===== src/verilog/vector_irq_pkg.sv =====
// Constants, register map, states and carriers of the vectored interrupt block.
// Assumes a single system clock and a plain register port driven on that clock.
package vector_irq_pkg;

  localparam int SOURCE_COUNT = 82;
  localparam int VEC_W = 7;
  localparam int ADDR_W = 21;
  localparam int DATA_W = 32;
  localparam int REG_ADDR_W = 4;
  localparam int ENTRY_W = 16;

  // Eight instruction words of two bytes each
  localparam logic [ADDR_W-1:0] BASE_RESET = 21'h000008;
  localparam logic [ADDR_W-1:0] LOW_VECTOR_OFFSET = 21'h000010;

  localparam logic [REG_ADDR_W-1:0] REG_CONTROL = 4'h0;
  localparam logic [REG_ADDR_W-1:0] REG_BASE = 4'h1;
  localparam logic [REG_ADDR_W-1:0] REG_LOCK = 4'h2;
  localparam logic [REG_ADDR_W-1:0] REG_CAPTURED = 4'h3;
  localparam logic [REG_ADDR_W-1:0] REG_STATUS = 4'h4;

  localparam int CTRL_PRIO_EN_BIT = 0;
  localparam int CTRL_LOW_EN_BIT = 1;
  localparam int CTRL_HIGH_EN_BIT = 2;
  localparam int CTRL_W = 3;
  localparam logic [CTRL_W-1:0] CTRL_RESET = 3'h0;
  localparam int LOCK_BIT = 0;
  localparam int STATUS_FLAG_BIT = 4;

  localparam logic [7:0] KEY_FIRST = 8'h55;
  localparam logic [7:0] KEY_SECOND = 8'haa;

  typedef enum logic [1:0] {
    ST_MAIN = 2'b00,
    ST_LOW = 2'b01,
    ST_HIGH = 2'b10,
    ST_HIGH_OVER_LOW = 2'b11
  } isr_state_t;

  typedef enum logic [1:0] {
    KEY_IDLE = 2'b00,
    KEY_HALF = 2'b01,
    KEY_ARMED = 2'b10
  } key_state_t;

  typedef struct packed {
    logic wr;
    logic rd;
    logic [REG_ADDR_W-1:0] addr;
    logic [DATA_W-1:0] wdata;
  } reg_req_t;

endpackage : vector_irq_pkg


===== src/verilog/vector_irq.sv =====
// Vector address generation, base lock, priority resolution and fetch checks.
// Assumes pending flags arrive already gated by their enables, on clock_in,
// and that the core never asserts take and return in the same cycle.

module vector_irq
  import vector_irq_pkg::*;
#(
  parameter logic [ADDR_W-1:0] PFM_LAST_ADDR = 21'h01ffff,
  parameter logic [ADDR_W-1:0] SAF_FIRST_ADDR = 21'h01ff00
) (
  input wire logic clock_in,
  input wire logic rst_in,
  input wire logic por_in,
  input wire reg_req_t reg_req_in,
  output logic [DATA_W-1:0] read_data_out,
  input wire logic [SOURCE_COUNT-1:0] pending_in,
  input wire logic [SOURCE_COUNT-1:0] per_source_priority_bits_in,
  input wire logic multi_vector_select_in,
  input wire logic single_lock_cycle_fuse_in,
  input wire logic storage_flash_enable_in,
  input wire logic take_in,
  input wire logic return_in,
  input wire logic entry_valid_in,
  input wire logic [ENTRY_W-1:0] entry_data_in,
  output logic irq_request_out,
  output logic irq_high_out,
  output logic [VEC_W-1:0] vector_number_out,
  output logic [ADDR_W-1:0] vector_address_out,
  output logic [ADDR_W-1:0] isr_address_out,
  output logic isr_valid_out,
  output logic system_reset_request_out
);

  logic [CTRL_W-1:0] control;
  logic [ADDR_W-1:0] vector_table_base;
  logic base_write_lock_bit;
  logic lock_sealed;
  key_state_t key_state;
  logic [ADDR_W-1:0] captured_vector_address;
  isr_state_t isr_state;
  logic fetch_violation_flag;
  logic await_entry;

  function automatic logic executable(input logic [ADDR_W-1:0] a, input logic saf_en);
    executable = (a <= PFM_LAST_ADDR) && !(saf_en && (a >= SAF_FIRST_ADDR));
  endfunction : executable

  wire priority_levels_enable = control[CTRL_PRIO_EN_BIT];
  wire low_global_enable = control[CTRL_LOW_EN_BIT];
  wire high_global_enable = control[CTRL_HIGH_EN_BIT];

  wire wr_control = reg_req_in.wr && (reg_req_in.addr == REG_CONTROL);
  wire wr_base = reg_req_in.wr && (reg_req_in.addr == REG_BASE);
  wire wr_lock = reg_req_in.wr && (reg_req_in.addr == REG_LOCK);
  wire wr_status = reg_req_in.wr && (reg_req_in.addr == REG_STATUS);
  wire wr_other = reg_req_in.wr && !wr_lock;
  wire [7:0] key_byte = reg_req_in.wdata[7:0];

  // levels off all high
  // With levels off every source counts as high, so in single vector mode all vector to the base
  wire [SOURCE_COUNT-1:0] high_pend = priority_levels_enable ?
    (pending_in & per_source_priority_bits_in) : pending_in;
  wire [SOURCE_COUNT-1:0] low_pend = priority_levels_enable ?
    (pending_in & ~per_source_priority_bits_in) : '0;

  logic [SOURCE_COUNT:0] high_seen;
  logic [SOURCE_COUNT:0] low_seen;
  logic [VEC_W-1:0] high_acc [SOURCE_COUNT+1];
  logic [VEC_W-1:0] low_acc [SOURCE_COUNT+1];

  assign high_seen[0] = 1'b0;
  assign low_seen[0] = 1'b0;
  assign high_acc[0] = '0;
  assign low_acc[0] = '0;

  genvar gi;
  generate
    for (gi = 0; gi < SOURCE_COUNT; gi++) begin : g_order
      wire high_first = high_pend[gi] && !high_seen[gi];
      wire low_first = low_pend[gi] && !low_seen[gi];
      assign high_seen[gi+1] = high_seen[gi] || high_pend[gi];
      assign low_seen[gi+1] = low_seen[gi] || low_pend[gi];
      assign high_acc[gi+1] = high_acc[gi] | (high_first ? VEC_W'(gi) : '0);
      assign low_acc[gi+1] = low_acc[gi] | (low_first ? VEC_W'(gi) : '0);
    end
  endgenerate

  wire high_any = high_seen[SOURCE_COUNT];
  wire low_any = low_seen[SOURCE_COUNT];
  wire state_low_or_main = (isr_state == ST_MAIN) || (isr_state == ST_LOW);

  wire can_high = high_any && high_global_enable && state_low_or_main;
  wire can_low = low_any && low_global_enable && priority_levels_enable &&
    (isr_state == ST_MAIN) && !can_high;

  wire [VEC_W-1:0] sel_number = can_high ? high_acc[SOURCE_COUNT] : low_acc[SOURCE_COUNT];

  wire [ADDR_W-1:0] multi_address = vector_table_base + ADDR_W'({sel_number, 1'b0});
  wire [ADDR_W-1:0] single_address = can_high ? vector_table_base :
    (vector_table_base + LOW_VECTOR_OFFSET);
  wire [ADDR_W-1:0] next_vector = multi_vector_select_in ? multi_address : single_address;
  wire next_request = (can_high || can_low) && !take_in;

  wire accept = take_in && irq_request_out;
  wire entry_bad = accept && !executable(vector_address_out, storage_flash_enable_in);
  wire [ADDR_W-1:0] next_isr = ADDR_W'({entry_data_in, 2'b00});
  wire entry_take = entry_valid_in && await_entry;
  wire isr_bad = entry_take && !executable(next_isr, storage_flash_enable_in);
  wire violation = entry_bad || isr_bad;

  always_ff @(posedge clock_in) begin
    if (rst_in) begin
      irq_request_out <= 1'b0;
      irq_high_out <= 1'b0;
      vector_number_out <= '0;
      vector_address_out <= '0;
    end else begin
      irq_request_out <= next_request;
      irq_high_out <= can_high;
      vector_number_out <= sel_number;
      vector_address_out <= next_vector;
    end
  end

  always_ff @(posedge clock_in) begin
    if (rst_in) begin
      captured_vector_address <= '0;
    end else if (accept) begin
      captured_vector_address <= vector_address_out;
    end
  end

  isr_state_t next_state;
  always_comb begin
    next_state = isr_state;
    if (accept) begin
      case (isr_state)
        ST_MAIN: next_state = irq_high_out ? ST_HIGH : ST_LOW;
        ST_LOW: next_state = ST_HIGH_OVER_LOW;
        default: next_state = isr_state;
      endcase
    end else if (return_in) begin
      case (isr_state)
        ST_HIGH_OVER_LOW: next_state = ST_LOW;
        ST_HIGH: next_state = ST_MAIN;
        ST_LOW: next_state = ST_MAIN;
        default: next_state = ST_MAIN;
      endcase
    end
  end

  always_ff @(posedge clock_in) begin
    if (rst_in) begin
      isr_state <= ST_MAIN;
    end else begin
      isr_state <= next_state;
    end
  end

  // Only multi vector mode fetches a table entry; single mode jumps in place
  always_ff @(posedge clock_in) begin
    if (rst_in) begin
      await_entry <= 1'b0;
      isr_address_out <= '0;
      isr_valid_out <= 1'b0;
      system_reset_request_out <= 1'b0;
    end else begin
      await_entry <= (accept && multi_vector_select_in && !entry_bad) ||
        (await_entry && !entry_valid_in);
      isr_valid_out <= entry_take && !isr_bad;
      if (entry_take) begin
        isr_address_out <= next_isr;
      end
      system_reset_request_out <= violation;
    end
  end

  // flag cleared on violation
  // Held by power-on reset only, so it survives the reset it provokes
  always_ff @(posedge clock_in) begin
    if (por_in) begin
      fetch_violation_flag <= 1'b1;
    end else if (violation) begin
      fetch_violation_flag <= 1'b0;
    end else if (wr_status && reg_req_in.wdata[STATUS_FLAG_BIT]) begin
      fetch_violation_flag <= 1'b1;
    end
  end

  always_ff @(posedge clock_in) begin
    if (rst_in) begin
      control <= CTRL_RESET;
    end else if (wr_control) begin
      control <= reg_req_in.wdata[CTRL_W-1:0];
    end
  end

  always_ff @(posedge clock_in) begin
    if (rst_in) begin
      vector_table_base <= BASE_RESET;
    end else if (wr_base && !base_write_lock_bit) begin
      vector_table_base <= reg_req_in.wdata[ADDR_W-1:0];
    end
  end

  // key sequence
  // Key bytes only count with the high global enable clear, so a high ISR cannot split them
  key_state_t next_key;
  always_comb begin
    next_key = KEY_IDLE;
    if (wr_lock && !high_global_enable) begin
      case (key_state)
        KEY_IDLE: next_key = (key_byte == KEY_FIRST) ? KEY_HALF : KEY_IDLE;
        KEY_HALF: next_key = (key_byte == KEY_SECOND) ? KEY_ARMED :
          ((key_byte == KEY_FIRST) ? KEY_HALF : KEY_IDLE);
        KEY_ARMED: next_key = KEY_IDLE;
        default: next_key = KEY_IDLE;
      endcase
    end else if (!wr_other && !wr_lock) begin
      next_key = key_state;
    end
  end

  wire lock_write = wr_lock && (key_state == KEY_ARMED) && !high_global_enable;
  wire lock_value = reg_req_in.wdata[LOCK_BIT];
  wire lock_change_ok = lock_write && !(lock_sealed && !lock_value);

  always_ff @(posedge clock_in) begin
    if (rst_in) begin
      key_state <= KEY_IDLE;
      base_write_lock_bit <= 1'b0;
      lock_sealed <= 1'b0;
    end else begin
      key_state <= next_key;
      if (lock_change_ok) begin
        base_write_lock_bit <= lock_value;
      end
      if (lock_change_ok && lock_value && single_lock_cycle_fuse_in) begin
        lock_sealed <= 1'b1;
      end
    end
  end

  logic [DATA_W-1:0] read_mux;
  always_comb begin
    case (reg_req_in.addr)
      REG_CONTROL: read_mux = DATA_W'(control);
      REG_BASE: read_mux = DATA_W'(vector_table_base);
      REG_LOCK: read_mux = DATA_W'(base_write_lock_bit);
      REG_CAPTURED: read_mux = DATA_W'(captured_vector_address);
      REG_STATUS: read_mux = DATA_W'({fetch_violation_flag, 2'b00, isr_state});
      default: read_mux = '0;
    endcase
  end

  // Read data stands for exactly the cycle after the strobe
  always_ff @(posedge clock_in) begin
    if (rst_in) begin
      read_data_out <= '0;
    end else begin
      read_data_out <= reg_req_in.rd ? read_mux : '0;
    end
  end

  a_base_after_reset: assert property (
    @(posedge clock_in) disable iff (rst_in)
    $past(rst_in) |-> (vector_table_base == BASE_RESET))
    else $error("base not at reset value");

  a_single_high_base: assert property (
    @(posedge clock_in) disable iff (rst_in)
    (irq_request_out && irq_high_out && !multi_vector_select_in && !$past(rst_in))
    |-> (vector_address_out == $past(vector_table_base)))
    else $error("high vector differs from base");

  a_single_low_offset: assert property (
    @(posedge clock_in) disable iff (rst_in)
    (irq_request_out && !irq_high_out && !multi_vector_select_in && !$past(rst_in))
    |-> (vector_address_out == $past(vector_table_base) + LOW_VECTOR_OFFSET))
    else $error("low vector offset wrong");

  a_multi_vector_sum: assert property (
    @(posedge clock_in) disable iff (rst_in)
    (irq_request_out && multi_vector_select_in && !$past(rst_in))
    |-> (vector_address_out ==
      $past(vector_table_base) + ADDR_W'({vector_number_out, 1'b0})))
    else $error("multi vector address wrong");

  a_capture_taken: assert property (
    @(posedge clock_in) disable iff (rst_in)
    accept |=> (captured_vector_address == $past(vector_address_out)))
    else $error("vector address not captured");

  a_locked_base_hold: assert property (
    @(posedge clock_in) disable iff (rst_in)
    (wr_base && base_write_lock_bit) |=> $stable(vector_table_base))
    else $error("locked base was written");

  a_lock_needs_key: assert property (
    @(posedge clock_in) disable iff (rst_in)
    (key_state != KEY_ARMED) |=> $stable(base_write_lock_bit))
    else $error("lock changed without key");

  a_sealed_lock_holds: assert property (
    @(posedge clock_in) disable iff (rst_in)
    (lock_sealed && base_write_lock_bit) |=> base_write_lock_bit [*2])
    else $error("sealed lock was cleared");

  a_high_beats_low: assert property (
    @(posedge clock_in) disable iff (rst_in)
    (priority_levels_enable && high_global_enable && state_low_or_main && !take_in &&
      (|(pending_in & per_source_priority_bits_in))) |=> (irq_request_out && irq_high_out))
    else $error("high request not offered first");

  a_levels_off_base: assert property (
    @(posedge clock_in) disable iff (rst_in)
    (!priority_levels_enable && high_global_enable && (|pending_in) && state_low_or_main &&
      !take_in && !multi_vector_select_in)
    |=> (irq_request_out && (vector_address_out == $past(vector_table_base))))
    else $error("levels off vector not at base");

  a_low_resumes: assert property (
    @(posedge clock_in) disable iff (rst_in)
    (isr_state == ST_HIGH_OVER_LOW && return_in && !take_in) |=> (isr_state == ST_LOW))
    else $error("low routine not resumed");

  a_isr_shifted: assert property (
    @(posedge clock_in) disable iff (rst_in)
    entry_take |=> (isr_address_out == ADDR_W'({$past(entry_data_in), 2'b00})))
    else $error("routine address not shifted");

  a_violation_reset: assert property (
    @(posedge clock_in) disable iff (rst_in || por_in)
    entry_bad |=> (system_reset_request_out && !fetch_violation_flag))
    else $error("violation did not request reset");

endmodule : vector_irq


===== config.mk =====
export PLATFORM = sky130hd
export DESIGN_NAME = vector_irq
export DESIGN_NICKNAME = d
export VERILOG_FILES = /design/src/verilog/vector_irq_pkg.sv /design/src/verilog/vector_irq.sv
export SDC_FILE = /design/constraint.sdc
export NUM_CORES = 1
export LEC_CHECK = 0
export ABC_AREA = 1
export CAP_MARGIN = 40
export CORE_MARGIN = 1.5
export CORE_UTILIZATION = 45
export CTS_CLUSTER_SIZE = 10
export DETAILED_ROUTE_END_ITERATION = 10
export DONT_BUFFER_PORTS = 1
export PLACE_DENSITY_LB_ADDON = 0.2
export SLEW_MARGIN = 5
export SYNTH_ARGS = -nofsm -noshare
export SYNTH_HDL_FRONTEND = slang
export SYNTH_SLANG_ARGS = --single-unit

===== constraint.sdc =====
create_clock -name clock_in -period 6.46 [get_ports clock_in]
set_input_delay 0.646 -clock clock_in [delete_from_list [all_inputs] [get_ports clock_in]]
set_output_delay 0.646 -clock clock_in [all_outputs]
set_load 0.05 [all_outputs]

==> results.json <==
{
  "synth_common_cells": "371 x inv_1, 237 x nand2_1, 234 x nor2_1",
  "num-fill-cells": 2186,
  "multi_input_area_um2": 6630,
  "finalSetupTns_ns": -2.54,
  "path_max_fanout": 6,
  "dr.pass1.iters": 5,
  "crit_required_ns": 6.81,
  "ys_seq_elements": 122,
  "avgSynthCellArea_um2": 5.94,
  "die_area_um2": 23700,
  "synth_most_common_cell": "inv_1",
  "synth_cells": 1730,
  "viasPerCell": 5.25,
  "fin_crit_sh": 1.06,
  "synthTopCellsByArea": "dfxtp_1 24%, inv_1 14%, nand2_1 8.7%",
  "status": "complete, but fails checks",
  "hold_path.class": "input port to flop",
  "die_h_um": 154,
  "layout-drive-gt1-share": 0.207,
  "wl_per_cell_um": 14.8,
  "max_freq_mhz": 146,
  "grt_max_degree": 69,
  "overflow": 0,
  "cts-root-buf": "clkbuf_16",
  "grt_setup_unrepaired": "true",
  "rows": 55,
  "synth_mux_area_frac": 0,
  "yosys.area_share.simple": 0.395,
  "clk_pin_slew_ns": 0.06,
  "yosysUniqueCellTypes": 56,
  "drv_cap": 0,
  "synth_edf_count": 0,
  "diodes": 0,
  "route.vias.total": 11500,
  "critical_path_class": "flop to flop",
  "ys_seq_area_frac": 0.238,
  "area_delta_synth_final_pct": 26.1,
  "clk_path_buf_depth": 2,
  "dp_hpwl_um": 25000,
  "num_io_pins": 312,
  "grt_pass1_vias": 10600,
  "port-buffer-count": 0,
  "drc": 0,
  "cp.arrival_ns": 7.20,
  "power_density_nw_per_um2": 174,
  "htreeDepth": 4,
  "cts_tree": "done",
  "coreArea_um2": 22500,
  "track_usage": 0.264,
  "cts_buffers": 17,
  "synth-xor-area-share": 0.0145,
  "netlist_area_um2": 10300,
  "path_buf_inv": 6,
  "dieWidth_um": 154,
  "start_kind": "flop",
  "clk_latency_ns": 0.42,
  "pre_cts_slack_ns": -0.600,
  "finalWirelength_um": 32400,
  "finalSetupViolations": 12,
  "ff_latch_area_um2": 2450,
  "synth_adder_area_share": 0.0117,
  "synth_top_area_share": 0.238,
  "cellLeakagePower_nw": 6.28,
  "final_nets": 2128,
  "ys.flop_type": "dfxtp_1",
  "slew_headroom": 0.411,
  "synth_top_family_by_area": "simple AND/OR/NAND/NOR gates",
  "cts_sinks": 122,
  "crit_path_end_kind": "flop",
  "drtIter0Drc": 678,
  "cp_slowest_cell": "dfxtp_4",
  "worstMarginPinSlew_ns": 0.875,
  "skew_ns": 0.0109,
  "cp_top_family": "simple AND/OR/NAND/NOR gates",
  "period_minus_slack_ns": 6.85,
  "grt_antenna_before_repair": 0,
  "violations": "negative setup slack",
  "ys.warnings.count": 0,
  "initial_utilization": 0.456,
  "synth_compound_area_frac": 0.167,
  "drv_slew": 0,
  "finalHoldViolCount": 0,
  "max_stage_delay_ns": 0.35,
  "cp_common_cell": "nor2_2",
  "grt_pass1_wl_um": 50900,
  "async_flop_share": 0,
  "cts_hold_buffers": 0,
  "setup_ws_ns": -0.386,
  "synth_top_area_cell": "dfxtp_1",
  "ant_nets": 0,
  "gp_congestion": 0.901,
  "peakVddDrop_v": 0.000187
}
==> per-stage QoR <==
stage | power, mW | util | cells | area [µm²] | hold WS, ns
finish | 2.26 | 0.576 | 2189 | 13000 | 0.301
global route | 2.37 | 0.576 | 2189 | 13000 | 0.285
CTS | 2.19 | 0.548 | 2163 | 12300 | 0.288
detailed placement | 1.25 | 0.506 | 2099 | 11400 | 0.446
global placement | 1.24 | 0.505 | 2098 | 11400 | 0.439
floorplan | 1.11 | - | 1745 | 10300 | 0.422
==> what timing repair did <==
item                                    CTS  global route
setup buffers                            33            27
cloned                                    0             0
resized for setup                        37           103
pin swaps                                21            66
endpoints found under the setup margin   15            19
==> flip-flops by register name, indices dropped and copies added, names as in the netlist, 2 cells and up <==
name,count
isr_state,2
key_state,2
isr_address_out,16
control,3
read_data_out,21
vector_address_out,21
captured_vector_address,21
vector_number_out,7
vector_table_base,21
==> path summary, 6_finish.rpt <==
kind / from / endpoint / slack [ns] / cells past startpoint
min reg2reg: captured_vector_address[7]$_SDFFE_PP0P_ / captured_vector_address[7]$_SDFFE_PP0P_ / 0.45 / 2
max: control[0]$_SDFFE_PP0P_ / vector_address_out[19]$_SDFF_PP0_ / -0.39 / 56
min: rst_in / vector_number_out[4]$_SDFF_PP0_ / 0.30 / 1
max reg2reg: control[0]$_SDFFE_PP0P_ / vector_address_out[19]$_SDFF_PP0_ / -0.39 / 56
==> where the power goes <==
| part | internal, mW | switching, mW | total, mW |
|---|---|---|---|
| clock network | 0.547 | 0.344 | 0.891 |
| registers | 0.767 | 0.0518 | 0.819 |
| logic | 0.242 | 0.304 | 0.546 |
| total | 1.56 | 0.700 | 2.26 |
==> placed cells by master, fill, tap and decap left out, types with 10 or more instances in the layout <==
| master | instances |
|---|---|
| inv_1 | 361 |
| nor2_1 | 225 |
| nand2_1 | 215 |
| buf_4 | 192 |
| dfxtp_1 | 121 |
| a21oi_1 | 116 |
| nor3_1 | 97 |
| o21ai_0 | 96 |
| nand3_1 | 84 |
| nand4_1 | 50 |
| nor4_1 | 27 |
| nand2_2 | 21 |
| o22ai_1 | 20 |
| nor2_4 | 19 |
| xor2_1 | 17 |
| clkbuf_16 | 17 |
| conb_1 | 16 |
| nor2_2 | 14 |
| nand3_2 | 14 |
| a21oi_2 | 14 |
| inv_2 | 12 |
| o2111ai_1 | 12 |
| nand4_4 | 10 |
| nand3_4 | 10 |
==> cell families after synthesis <==
family / count (synthesis)
xor gates and xnor gates: 17
adders and majority gates: 9
DFF: 122
and+or+nand+nor: 828
AOI/OAI and AO/OA: 307
other: 1
buffers and inverters: 446
==> per-layer routing <==
metal	wire (µm)	vias up	global-route usage
met5	0	-	0
met4	547	0	0.0693
met3	2170	42	0.0567
met2	15300	351	0.448
met1	14300	5163	0.339
li1	-	5930	-
==> cell type report <==
type,count,share of cell area
sequential,122,0.189
tap,285,0.0275
clock buffer,21,0.0356
timing repair buffer,200,0.120
inverter,374,0.109
multi-input combinational,1177,0.512
clock inverter,10,0.00725
No activity file was read; power rests on OpenSTA's default activity.
